## src/logic/io_port_pkg.sv

```systemverilog
// constants for the general-purpose port and pad configuration block
package io_port_pkg;

	// ------------------------------------------------------------
	// geometry
	// ------------------------------------------------------------
	localparam int NUM_PORTS = 5;
	localparam int PORT_BITS = 8;
	localparam int NUM_PINS  = NUM_PORTS * PORT_BITS;
	localparam int ADDR_W    = 16;

	// ------------------------------------------------------------
	// register indices as printed; byte address is four times these
	// ------------------------------------------------------------
	localparam logic [13:0] PAD_CONFIG_IDX     = 14'h0f3c;
	localparam logic [13:0] SPI_OD_CTRL_IDX    = 14'h0f40;
	localparam logic [13:0] SERIAL_OD_CTRL_IDX = 14'h0f41;
	localparam logic [13:0] CAPTURE_OD_CTRL_IDX = 14'h0f42;
	localparam logic [ADDR_W-1:0] PAD_CONFIG_ADDR     = {PAD_CONFIG_IDX, 2'b00};
	localparam logic [ADDR_W-1:0] SPI_OD_CTRL_ADDR    = {SPI_OD_CTRL_IDX, 2'b00};
	localparam logic [ADDR_W-1:0] SERIAL_OD_CTRL_ADDR =
		{SERIAL_OD_CTRL_IDX, 2'b00};
	localparam logic [ADDR_W-1:0] CAPTURE_OD_CTRL_ADDR =
		{CAPTURE_OD_CTRL_IDX, 2'b00};

	// per-port block: port p sits at PORT_BASE + p * PORT_STRIDE
	localparam logic [ADDR_W-1:0] PORT_BASE   = 16'h0000;
	localparam logic [ADDR_W-1:0] PORT_STRIDE = 16'h0010;
	localparam logic [3:0]        DIR_OFS     = 4'h0;
	localparam logic [3:0]        PINS_OFS    = 4'h4;
	localparam logic [3:0]        HOLD_OFS    = 4'h8;
	localparam logic [ADDR_W-1:0] WALLCLOCK_CONFIG_ADDR = 16'h0100;

	// ------------------------------------------------------------
	// field positions and reset values
	// ------------------------------------------------------------
	localparam int UNIT1_OD_BIT    = 0;
	localparam int UNIT2_OD_BIT    = 1;
	localparam int BUF_SEL_BIT     = 0;
	localparam int OUT_SEL_LSB     = 1;
	localparam int CLK_OUT_EN_BIT  = 2;
	localparam logic [1:0] OD_RESET      = 2'h0;
	localparam logic [2:0] PAD_RESET     = 3'h0;
	localparam logic       WC_EN_RESET   = 1'b0;
	localparam logic [7:0] DIR_RESET     = 8'hff;
	localparam logic [7:0] HOLD_RESET    = 8'h00;

	// clock pin source choices
	localparam logic [1:0] SEL_ALARM    = 2'h0;
	localparam logic [1:0] SEL_SECONDS  = 2'h1;
	localparam logic [1:0] SEL_SOURCE   = 2'h2;

	// ------------------------------------------------------------
	// pins that carry each module's data and clock outputs
	// ------------------------------------------------------------
	localparam logic [NUM_PINS-1:0] CAPTURE1_PINS = 40'h00_0004_0000;
	localparam logic [NUM_PINS-1:0] CAPTURE2_PINS = 40'h00_0002_0000;
	localparam logic [NUM_PINS-1:0] SERIAL1_PINS  = 40'h00_00c0_0000;
	localparam logic [NUM_PINS-1:0] SERIAL2_PINS  = 40'h00_c000_0000;
	localparam logic [NUM_PINS-1:0] SPI1_PINS     = 40'h00_0028_0000;
	localparam logic [NUM_PINS-1:0] SPI2_PINS     = 40'h00_0500_0000;

endpackage : io_port_pkg

```

## src/logic/io_port_pad_config.sv

```systemverilog
// general-purpose ports with open-drain and pad configuration, apb slave
//
// Overview of operation
// up to five general-purpose ports provided
// each port has direction, pin, hold registers
// pin register read returns live pin levels
// hold register read returns stored drive values
// enabled peripheral takes the pin over
// hold zero, direction toggles low or release
// open-drain only on serial, spi, capture outputs
// capture control bit1 unit2, bit0 unit1
// serial control bit1 unit2, bit0 unit1
// spi control bit1 unit2, bit0 unit1
// unimplemented bits read zero, ignore writes
// pad bit0 selects ttl or schmitt buffers
// pad bits 2:1 pick clock pin source
// source choice picks rc or secondary osc
// clock pin driven only while enable set
// direction one releases, zero drives hold
// pin register write updates hold values
// open-drain drives low only, never high
// settings act next cycle, hold untouched
//
// The APB register port was left to the implementer.
`timescale 1ns/1ps

module io_port_pad_config
	import io_port_pkg::*;
(
	input  wire logic                core_clk,          // system clock
	input  wire logic                reset,             // sync, active high
	input  wire logic                psel,              // apb select
	input  wire logic                penable,           // apb access phase
	input  wire logic                pwrite,            // apb write
	input  wire logic [ADDR_W-1:0]   paddr,             // apb byte address
	input  wire logic [31:0]         pwdata,            // apb write data
	input  wire logic [3:0]          pstrb,             // apb byte strobes
	output logic                     pready,            // apb ready
	output logic [31:0]              prdata,            // apb read data
	output logic                     pslverr,           // unmapped address
	input  wire logic [NUM_PINS-1:0] padIn,             // pin levels
	output logic [NUM_PINS-1:0]      padOut,            // pin drive value
	output logic [NUM_PINS-1:0]      padOe,             // pin drive enable
	input  wire logic [NUM_PINS-1:0] periphEnable,      // peripheral owns pin
	input  wire logic [NUM_PINS-1:0] periphOut,         // peripheral value
	input  wire logic [NUM_PINS-1:0] periphOe,          // peripheral enable
	output logic                     parallelBufferTtl, // 1 ttl, 0 schmitt
	input  wire logic                alarmPulse,        // wallclock alarm
	input  wire logic                secondsClock,      // wallclock seconds
	input  wire logic                internalRcOsc,     // rc oscillator
	input  wire logic                secondaryOsc,      // secondary osc
	input  wire logic                clockSourceChoice, // config word bit
	output logic                     clockPinOut,       // clock pin value
	output logic                     clockPinOe         // clock pin enable
);

	// ------------------------------------------------------------
	// decoding helpers
	// ------------------------------------------------------------
	// port number of an address inside the port block, or NUM_PORTS
	function automatic logic [2:0] portOf(input logic [ADDR_W-1:0] a);
		logic [2:0] r;
		r = 3'(NUM_PORTS);
		for (int p = 0; p < NUM_PORTS; p++) begin
			if (a[ADDR_W-1:4] == 12'(p))
				r = 3'(p);
		end
		return r;
	endfunction : portOf

	// register slot inside a port block
	function automatic logic [1:0] slotOf(input logic [ADDR_W-1:0] a);
		logic [1:0] r;
		r = 2'h3;
		if (a[3:0] == DIR_OFS)
			r = 2'h0;
		else if (a[3:0] == PINS_OFS)
			r = 2'h1;
		else if (a[3:0] == HOLD_OFS)
			r = 2'h2;
		return r;
	endfunction : slotOf

	// ------------------------------------------------------------
	// state
	// ------------------------------------------------------------
	logic [NUM_PINS-1:0] direction;     // direction_register bits
	logic [NUM_PINS-1:0] hold;          // output_hold_register bits
	logic [NUM_PINS-1:0] pinMeta;       // first sync stage
	logic [NUM_PINS-1:0] pinSync;       // second sync stage
	logic [1:0]          captureOd;     // capture_open_drain_ctrl
	logic [1:0]          serialOd;      // serial_open_drain_ctrl
	logic [1:0]          spiOd;         // spi_open_drain_ctrl
	logic [2:0]          padCfg;        // pad_config
	logic                clockOutEn;    // wallclock_config bit 2

	// ------------------------------------------------------------
	// bus decode
	// ------------------------------------------------------------
	wire logic [2:0] selPort   = portOf(paddr);
	wire logic [1:0] selSlot   = slotOf(paddr);
	wire logic       hitPort   = (selPort != 3'(NUM_PORTS)) &&
		(selSlot != 2'h3);
	wire logic       hitCap    = (paddr == CAPTURE_OD_CTRL_ADDR);
	wire logic       hitSer    = (paddr == SERIAL_OD_CTRL_ADDR);
	wire logic       hitSpi    = (paddr == SPI_OD_CTRL_ADDR);
	wire logic       hitPad    = (paddr == PAD_CONFIG_ADDR);
	wire logic       hitWc     = (paddr == WALLCLOCK_CONFIG_ADDR);
	wire logic       hitAny    = hitPort | hitCap | hitSer | hitSpi |
		hitPad | hitWc;
	wire logic       setup     = psel & ~penable;
	wire logic       wrDone    = psel & penable & pready & pwrite &
		hitAny & pstrb[0];
	wire logic [7:0] wrByte    = pwdata[7:0];

	// read mux, only bits that exist are returned, rest read zero
	logic [7:0] portRead;
	always_comb begin
		portRead = 8'h00;
		for (int p = 0; p < NUM_PORTS; p++) begin
			if (selPort == 3'(p)) begin
				unique case (selSlot)
					2'h0:    portRead = direction[p*PORT_BITS +: PORT_BITS];
					2'h1:    portRead = pinSync[p*PORT_BITS +: PORT_BITS];
					2'h2:    portRead = hold[p*PORT_BITS +: PORT_BITS];
					default: portRead = 8'h00;
				endcase
			end
		end
	end

	wire logic [7:0] next_readByte =
		hitPort ? portRead :
		hitCap  ? {6'h00, captureOd} :
		hitSer  ? {6'h00, serialOd} :
		hitSpi  ? {6'h00, spiOd} :
		hitPad  ? {5'h00, padCfg} :
		hitWc   ? {5'h00, clockOutEn, 2'h0} : 8'h00;

	// apb answer: ready and data registered in the setup cycle
	always_ff @(posedge core_clk) begin
		if (reset) begin
			pready  <= 1'b0;
			prdata  <= 32'h0000_0000;
			pslverr <= 1'b0;
		end else begin
			pready  <= setup;
			prdata  <= setup ? {24'h00_0000, next_readByte} : prdata;
			pslverr <= setup & ~hitAny;
		end
	end

	// ------------------------------------------------------------
	// port registers, one byte per port
	// ------------------------------------------------------------
	genvar gp;
	generate
		for (gp = 0; gp < NUM_PORTS; gp++) begin : g_port
			wire logic hitMe = wrDone & hitPort && (selPort == 3'(gp));
			// direction and hold registers of this port
			always_ff @(posedge core_clk) begin
				if (reset) begin
					direction[gp*PORT_BITS +: PORT_BITS] <= DIR_RESET;
					hold[gp*PORT_BITS +: PORT_BITS]      <= HOLD_RESET;
				end else begin
					if (hitMe && selSlot == 2'h0)
						direction[gp*PORT_BITS +: PORT_BITS] <= wrByte;
					if (hitMe && selSlot != 2'h0)
						hold[gp*PORT_BITS +: PORT_BITS] <= wrByte;
				end
			end
		end
	endgenerate

	// ------------------------------------------------------------
	// open-drain, pad and wallclock control registers
	// ------------------------------------------------------------
	always_ff @(posedge core_clk) begin
		if (reset) begin
			captureOd  <= OD_RESET;
			serialOd   <= OD_RESET;
			spiOd      <= OD_RESET;
			padCfg     <= PAD_RESET;
			clockOutEn <= WC_EN_RESET;
		end else begin
			if (wrDone && hitCap)
				captureOd <= wrByte[1:0];
			if (wrDone && hitSer)
				serialOd <= wrByte[1:0];
			if (wrDone && hitSpi)
				spiOd <= wrByte[1:0];
			if (wrDone && hitPad)
				padCfg <= wrByte[2:0];
			if (wrDone && hitWc)
				clockOutEn <= wrByte[CLK_OUT_EN_BIT];
		end
	end

	// ------------------------------------------------------------
	// pin input synchroniser
	// ------------------------------------------------------------
	always_ff @(posedge core_clk) begin
		if (reset) begin
			pinMeta <= '0;
			pinSync <= '0;
		end else begin
			pinMeta <= padIn;
			pinSync <= pinMeta;
		end
	end

	// ------------------------------------------------------------
	// pin drive
	// ------------------------------------------------------------
	// which pins have open-drain on, per module enable
	wire logic [NUM_PINS-1:0] odPins =
		({NUM_PINS{captureOd[UNIT1_OD_BIT]}} & CAPTURE1_PINS) |
		({NUM_PINS{captureOd[UNIT2_OD_BIT]}} & CAPTURE2_PINS) |
		({NUM_PINS{serialOd[UNIT1_OD_BIT]}}  & SERIAL1_PINS)  |
		({NUM_PINS{serialOd[UNIT2_OD_BIT]}}  & SERIAL2_PINS)  |
		({NUM_PINS{spiOd[UNIT1_OD_BIT]}}     & SPI1_PINS)     |
		({NUM_PINS{spiOd[UNIT2_OD_BIT]}}     & SPI2_PINS);

	wire logic [NUM_PINS-1:0] odActive = odPins & periphEnable;

	// peripheral wins; open-drain pins only ever pull low
	wire logic [NUM_PINS-1:0] next_padOe =
		(periphEnable & ~odActive & periphOe) |
		(odActive & periphOe & ~periphOut) |
		(~periphEnable & ~direction);
	wire logic [NUM_PINS-1:0] next_padOut =
		(periphEnable & ~odActive & periphOut) |
		(~periphEnable & hold);

	always_ff @(posedge core_clk) begin
		if (reset) begin
			padOut <= '0;
			padOe  <= '0;
		end else begin
			padOut <= next_padOut;
			padOe  <= next_padOe;
		end
	end

	// ------------------------------------------------------------
	// buffer select and clock pin
	// ------------------------------------------------------------
	// clock pin sources run off other clocks, two flops before any use
	logic [3:0] srcMeta;    // first sync stage
	logic [3:0] srcSync;    // second sync stage
	always_ff @(posedge core_clk) begin
		if (reset) begin
			srcMeta <= 4'h0;
			srcSync <= 4'h0;
		end else begin
			srcMeta <= {alarmPulse, secondsClock, internalRcOsc,
				secondaryOsc};
			srcSync <= srcMeta;
		end
	end

	wire logic [1:0] outSel     = padCfg[OUT_SEL_LSB +: 2];
	wire logic       srcClk     = clockSourceChoice ? srcSync[0] :
		srcSync[1];
	wire logic next_clockPinOut =
		(outSel == SEL_ALARM)   ? srcSync[3] :
		(outSel == SEL_SECONDS) ? srcSync[2] :
		(outSel == SEL_SOURCE)  ? srcClk : 1'b0;

	always_ff @(posedge core_clk) begin
		if (reset) begin
			parallelBufferTtl <= 1'b0;
			clockPinOut       <= 1'b0;
			clockPinOe        <= 1'b0;
		end else begin
			parallelBufferTtl <= padCfg[BUF_SEL_BIT];
			clockPinOut       <= clockOutEn & next_clockPinOut;
			clockPinOe        <= clockOutEn;
		end
	end
endmodule : io_port_pad_config

```

## config.mk

```make
export PLATFORM = sky130hd
export DESIGN_NAME = io_port_pad_config
export DESIGN_NICKNAME = d
export VERILOG_FILES = /design/src/logic/io_port_pkg.sv /design/src/logic/io_port_pad_config.sv
export SDC_FILE = /design/constraint.sdc
export NUM_CORES = 1
export LEC_CHECK = 0
export ABC_AREA = 1
export BUFFER_PORTS_ARGS = -buffer_cell sky130_fd_sc_hd__buf_2
export CELL_PAD_IN_SITES_DETAIL_PLACEMENT = 1
export CELL_PAD_IN_SITES_GLOBAL_PLACEMENT = 1
export CORE_MARGIN = 5
export CORE_UTILIZATION = 40
export CTS_BUF_LIST = sky130_fd_sc_hd__clkbuf_8
export DETAILED_ROUTE_END_ITERATION = 12
export GPL_ROUTABILITY_DRIVEN = 0
export PLACE_DENSITY = 0.9
export SLEW_MARGIN = 5
export SYNTH_ARGS = -nofsm -noshare
export SYNTH_HDL_FRONTEND = slang
export SYNTH_SLANG_ARGS = --single-unit
export TNS_END_PERCENT = 20
```

## constraint.sdc

```tcl
create_clock -name core_clk -period 4.05 [get_ports core_clk]
set_input_delay 0.2025 -clock core_clk [delete_from_list [all_inputs] [get_ports core_clk]]
set_output_delay 0.2025 -clock core_clk [all_outputs]
set_load 0.02 [all_outputs]
```

Word-level counts from Yosys, hierarchy flattened
Index checks and enable logic that the tools add are counted.

word-level totals
  output and inout port bits = 117
  bits of input ports = 222
  register bits after elaboration = 271
  word-level logic and storage cells = 139

cells by class
  bitwise operators = 36
  multiplexer cells = 28
  equal/unequal tests = 21
  reductions and logical operators = 27

operator list
  operator              number
  $and 40x40->40        7
  $not 40->40           4
  $or 40x40->40         3
  $pmux 8 s3            5
  $eq 16x14->1 const B  4
  $mux 8                6
  $and 32x40->40        1
  $or 24x32->32         1
  $or 32x22->32         1
  $or 32x27->32         1
  $mux 3                10
  $eq 12x2->1 const B   2
  $or 19x24->24         1
  $logic_and 1x1->1     21
  $or 19x18->19         1
  $eq 16x9->1 const B   1
  $eq 12x1->1 const B   1
  $eq 12x3->1 const B   1
  $logic_not 12->1      1
  $and 1x1->1           9
  $eq 3x2->1 const B    2
  $mux 1                5
  $or 1x1->1            5
  $eq 2x1->1 const B    2
  other kinds (13)      17

Longest topological paths before layout
Gate-level depths: netlist (run 1).

  depth in word-level cells = 18
  mapped depth = 13
  mapped depth without buffers = 12

Least setup slack after synthesis (run 1)
OpenSTA, ideal clock, no wires.

  path kind = input to register
  from = input paddr[15]
  to = register direction[13]
  setup slack = 2.462 ns
  buffers on the path = 1
  arrival = 1.449 ns
  stages on the path = 11
  data required time = 3.912 ns
  library setup time = 0.138 ns
  path through = nor2_1 > nand2_2 > nor2_4 > nand2_1 > inv_1 > nand2_1 > nand2_2 > nor2_1 > nand3_2 > buf_2 > o211ai_1

between the ends
  cells in the longest elaborated chain, start to end = 18
  elaborated cells between the ends (all ways) = 28
  those cells by class = 11 x eq/ne; 5 x mux; 8 x bitwise; 4 x reduce/logical

RTL lines
  what                             RTL line                   source
  from (decl)                      io_port_pad_config.sv:35   input wire logic [ADDR_W-1:0] paddr,
  $logic_not 12->1                 io_port_pad_config.sv:65   if (a[ADDR_W-1:4] == 12'(p))
  $mux 3 (5 in series)             io_port_pad_config.sv:65
  $ne 3x3->1                       io_port_pad_config.sv:102  wire logic hitPort = (selPort != 3'(NUM_PORTS)) &&
  $logic_and 1x1->1                io_port_pad_config.sv:102
  $or 1x1->1 (4 in series)         io_port_pad_config.sv:109  wire logic hitAny = hitPort | hitCap | hitSer | hitSpi |
  $or 1x1->1                       io_port_pad_config.sv:110  hitPad | hitWc;
  $and 1x1->1                      io_port_pad_config.sv:112  wire logic wrDone = psel & penable & pready & pwrite &
  $and 1x1->1                      io_port_pad_config.sv:113  hitAny & pstrb[0];
  $and 1x1->1                      io_port_pad_config.sv:159  wire logic hitMe = wrDone & hitPort && (selPort == 3'(gp));
  $logic_and 1x1->1 *              io_port_pad_config.sv:159
  $logic_and 1x1->1 *              io_port_pad_config.sv:166  if (hitMe && selSlot == 2'h0)
  to (signal, indexed assignment)  io_port_pad_config.sv:167  direction[gp*PORT_BITS +: PORT_BITS] <= wrByte;
  to (decl)                        io_port_pad_config.sv:87   logic [NUM_PINS-1:0] direction;

Mark *: on every way between the ends. The rest lies on a longest branch, timed or not.
A chain may end at the register's enable or synchronous reset.

==> run metrics, run 1 <==
outcome finished, final reports clean; Setup Viol. Count Final 0; first-pass detailed-route iteration total 7; synth warn 0; Sink Count 271; synthesis-stage register bit count 271; crit path max fanout slightly above 100; number of antenna violations at the first check in global routing 7; CTS tree done; transition time of the tightest slew-check pin 1020 ps; Die Wd ~180 um; FFs w/ async S/R, synth 0; vias in the first global route 13.5k; top layer in use met5; mux cell area share after synthesis 0; initial drt markers between 1k and 1.5k; ranking of synthesized cells by area dfxtp_1 49%, nand2_1 9.6%, nor2_1 8.0%; nets between 2k and 2.5k; Distinct cells, synth 32; residual overflow from global routing 0; Hold Violations, Final 0; drt drc 0; Final Core Density 0.574; Pwr Density 395 nW/um^2; fmax 376 MHz; area grow syn2layout 41.1%; pin count of the biggest net entering global routing 103; leading area contributor after synthesis dfxtp_1; Rows 60; # port buffers 287; core area 27000 um^2; post-synth top area share 0.495; Syn Area/Cell 7.30 um^2; simple-gate portion of the synthesized area 0.263; Slew Viols, Final 0; total CTS buffers 45; Max-Cap Viols 0; Clock Latency Late Sink 580 ps; DR vias 12.6k; Clock H-tree levels 2; Period minus WS final around 2700 ps; Slowest cell on crit path inv_4; total negative slack 0 ps; Initial Util 0.407; DIE HEIGHT 176 um; Int Pwr 4.46 mW; DR WL/cell about 22 um; CTS Buffer Depth 3; unrepaired setup endpoints after global routing false; Sw Pwr 1.64 mW; hpwl dp 28.7 mm; Setup crit end kind register; most common cell after layout, fill and taps aside buf_2; CTS root buffer clkbuf_8; post-synthesis compound-gate area fraction 0.124; Seq/Total Area, Yosys 0.495; combinational share of power 0.115; Post-Synth Adder-Cell Area 0; global-route wire length before repair 77.5 mm; Sw Ratio 0.269; Leak Pwr 7.94 nW; required time of the worst setup path 4560 ps; CTS resizes 0; Arr. time, crit path 3170 ps; hold path depth 3; CP peak stage delay 800 ps; combinational family with the most area after synthesis simple AND/OR/NAND/NOR gates; Detail Route Antenna Nets 0; share of cells above drive strength 1 0.195; WL final 51.1 mm; kind of critical path primary input to register; Slew HR 0.319; CP cell instances buf_4, inv_4, buf_4, o21ai_0, dlygate4sd3_1, a21oi_1, dlygate4sd3_1; startpoint type of the worst setup path primary input; Mapped Cells ~1.5k; Reg2Reg Depth 7; Top FF cell, synth dfxtp_1; xor and xnor area share after synthesis 0; commonest cells after routing, fill and taps aside 286 x buf_2, 281 x nand2_1, 271 x dfxtp_1, 232 x nor2_1, 231 x inv_1; met2 routed WL 25.4 mm; clk_skew 40.3 ps; Post-Syn Area 11000 um^2; sequential share of power 0.456; Worst-path clk slew 60 ps; Min-Delay Path Class primary input to register; Routed met1 length 19.2 mm; Clk network pwr share 0.429; Vias/cell 5.33; Tot GR Track Use 0.320; Boundary Pins 339; Die ar. roughly 31000 um^2; Final Cycle Share 0.658; VDD IR-drop max 197 uV; Post-synth EDFFs 0; metal3 WL 3.83 mm
[final timing paths]
path / startpoint / to / slack (ps)
worst min-delay path: periphOe[8] / padOe[8] / 30
worst max-delay path: reset / padOut[25] / 1390
worst max register to register: pready / hold[33] / 1940
worst min register to register: srcMeta[1] / srcSync[1] / 400
[cell usage after synthesis, types with 2 or more instances]
cell type	count
o211ai_1	36
clkinv_1	2
o21ai_0	84
nor2_1	233
nand3b_1	2
nor3_1	4
inv_1	217
nand3_1	109
buf_4	27
nand4_4	2
o21bai_1	3
buf_1	2
buf_2	16
dfxtp_1	271
nand4_1	25
nand3_2	6
a211oi_1	4
nand2_1	281
nor2_2	5
a31oi_1	7
inv_2	6
clkbuf_1	41
a21oi_1	103
nor2_4	3
o2111ai_1	2
nand2_2	4
[per-stage QoR]
stage / hold slack, ps / setup slack, ps / instances / cell area [um^2] / total power [mW]
global route: 17.9 / 1230 / 2357 / 15500 / 6.29
CTS: 4.75 / 1490 / 2351 / 15500 / 5.99
global placement: 391 / 1300 / 2073 / 12500 / 3.31
detailed placement: 396 / 1190 / 2073 / 12500 / 3.34
floorplan: 292 / 2460 / 1524 / 11000 / 3.12
finish: 30.4 / 1390 / 2358 / 15500 / 6.10
[flip-flops by register name, indices dropped and copies added (netlist names), 3 cells and up]
signal / flops
padOut: 40
direction: 40
pinMeta: 40
padCfg: 3
padOe: 40
prdata: 8
srcMeta: 4
hold: 40
srcSync: 4
pinSync: 40
[worst max-delay path: cells and delay by family]
kind	cells	cell delay, ps
AOI/OAI and AO/OA	2	260
buffers and inverters	5	2670
[area by class of cell]
class                   count  area (um^2)
diodes                      7         17.5
clock buffers              62          853
clock inverters            20          109
fillers                  3376        11500
inverters                 225          847
multi-input cells         942         4340
flip-flops and latches    271         5430
well taps                 341          427
repair buffers            490         3450
[what timing repair did]
item	in CTS	in global routing
endpoints found under the setup margin	0	0
buffers inserted	0	0
hold buffers	196	0
hold endpoints to repair	124	0
[power by group through the flow]
| stage | Clock [mW] | Sequential, mW | Combinational, mW |
|---|---|---|---|
| 2_1_floorplan | 0 | 2.88 | 0.234 |
| 3_3_place_gp | 0 | 2.83 | 0.485 |
| 3_5_place_dp | 0 | 2.83 | 0.505 |
| 4_1_cts | 2.56 | 2.77 | 0.657 |
| 5_1_grt | 2.75 | 2.78 | 0.750 |
| 6_report | 2.62 | 2.78 | 0.703 |
[logic make-up after synthesis]
family                 count (synthesis)
other                                  1
AOI/OAI and AO/OA                    242
and+or+nand+nor                      676
buffers and inverters                311
DFF                                  271
[metal layers]
metal,global-route usage,up-vias
met5,0,-
met4,0.152,2
li1,-,5659
met2,0.574,709
met3,0.0616,183
met1,0.367,6007
Power figures use the tool's default switching activity.
==> run 2, diff against run 1 <==
Settings changed: CORE_UTILIZATION 40 to 37, PLACE_DENSITY 0.9 to 0.85.
Clock period 4.05 ns to 2.7 ns, I/O delays scaled along.
==> run metrics, run 2 (synthesized netlist as in run 1, its figures left out) <==
outcome finished, final reports clean; worst r2r src pready; Critical path origin reset; Max-Cap Viols 0; Sw Pwr 2.45 mW; Die ar. between 30000 and 40000 um^2; drt drc 0; CTS tree done; CTS Buffer Depth 3; family with the most delay on the worst path buffers and inverters; pre-CTS setup slack around 540 ps; crit path max fanout around 50; vias in the first global route 13.5k; Vias/cell between 5 and 6; DIE HEIGHT around 180 um; sequential share of power 0.456; first-pass detailed-route iteration total 5; global-route wire length before repair 76.1 mm; Initial Util 0.372; DR vias 12.4k; Period minus WS final 2190 ps; Inst Count DP 2128; Register Area 5430 um^2; Tot GR Track Use 0.290; VDD IR-drop max 301 uV; unrepaired setup endpoints after global routing false; CP peak stage delay 590 ps; kind of critical path primary input to register; number of antenna violations at the first check in global routing 5; Worst-path clk slew 60 ps; transition time of the tightest slew-check pin 750 ps; CTS root buffer clkbuf_8; Leak Pwr 8.12 nW; Boundary Pins 339; Clock Latency Late Sink around 580 ps; Final Cycle Share 0.810; core area 29500 um^2; worst hold slack 34.8 ps; Slew HR 0.498; hold path startpoint pwdata[3]; Setup Viol. Count Final 0; multi-input logic area 4340 um^2; Clock H-tree levels 2; # port buffers 287; Setup crit end kind register; fill count 3708; Layout Cells excl Fill 2452; Sw Ratio 0.268; r2r setup slk 660 ps; area grow syn2layout 46.3%; initial drt markers 866; WL final 49.9 mm; CP cell instances buf_4, inv_4, buf_4, o21ai_0, dlygate4sd3_1, a21oi_1, dlygate4sd3_1; pin count of the biggest net entering global routing 116; startpoint type of the worst setup path primary input; WP buf/inv 5; Die Wd 182 um; Arr. time, crit path 2660 ps; Hold Path Sink direction[3]; Sink Count about 270; final worst slack between 500 and 600 ps; Rows 63; DR WL/cell between 20 and 25 um; Clk network pwr share 0.421; Int Pwr 6.70 mW; share of cells above drive strength 1 0.194; fmax 457 MHz; Detail Route Antenna Nets 0; Slew Viols, Final 0; Reg2Reg Depth 7; required time of the worst setup path 3170 ps; combinational share of power 0.122; Min-Delay Path Class primary input to register; Pwr Density 570 nW/um^2; residual overflow from global routing 0; Hold Violations, Final 0; total negative slack 0 ps; hold path depth 3; commonest cells after routing, fill and taps aside 286 x buf_2, 281 x nand2_1, 271 x dfxtp_1, 243 x dlygate4sd3_1, 232 x nor2_1; RR Endpoint hold[39]; most common cell after layout, fill and taps aside buf_2; total CTS buffers between 40 and 50; hpwl dp about 29 mm; nets around 2.3k; clk_skew 44.2 ps; Slowest cell on crit path dlygate4sd3_1
==> run 2: how the worst max path moves through the flow <==
| stage | cells past startpoint | slack (ps) | to |
|---|---|---|---|
| after floorplan | 8 | 1160 | direction[13] |
| after global placement | 8 | 650 | direction[36] |
| after detailed placement | 8 | 540 | direction[39] |
| after CTS | 7 | 740 | padOut[8] |
| after global routing | 7 | 400 | padOut[15] |
| final | 7 | 510 | padOut[15] |
==> run 2: area by class of cell <==
type	instances	area share
timing repair buffer	543	0.249
inverter	225	0.0528
tap	390	0.0304
clock buffer	60	0.0515
antenna	3	0.000468
clock inverter	18	0.00679
sequential	271	0.338
multi-input combinational	942	0.270
==> run 2: power by group through the flow <==
stage | clock network [mW] | registers (mW) | logic (mW)
after global routing | 4.08 | 4.18 | 1.20
after CTS | 3.82 | 4.16 | 1.05
after detailed placement | 0 | 4.25 | 0.764
final | 3.85 | 4.17 | 1.12
after floorplan | 0 | 4.32 | 0.351
after global placement | 0 | 4.24 | 0.738
==> run 2: tightest hold or removal path, delay by kind of cell <==
family | cells | cell delay, ps
buffers and inverters | 1 | 220
and+or+nand+nor | 2 | 170
==> run 2: repair_timing <==
| action | in CTS | in global routing |
|---|---|---|
| endpoints found under the hold margin | 149 | 0 |
| buffers inserted | 0 | 0 |
| hold buffers | 243 | 0 |
| resized for setup | 0 | 0 |
==> run 2: per-stage QoR <==
| step | total power [mW] | cell area (um^2) | util |
|---|---|---|---|
| final | 9.14 | 16000 | 0.544 |
| after detailed placement | 5.01 | 12700 | 0.429 |
| after floorplan | 4.67 | 11000 | - |
| after CTS | 9.03 | 16000 | 0.544 |
| after global routing | 9.45 | 16000 | 0.544 |
| after global placement | 4.98 | 12700 | 0.429 |
==> run 2: routing by layer <==
layer / routed length (um) / GRT usage / vias up
met5: 34 / 0 / -
met4: 2210 / 0.123 / 4
met3: 3480 / 0.0560 / 128
met2: 25300 / 0.534 / 574
met1: 18900 / 0.326 / 5951
li1: - / - / 5755
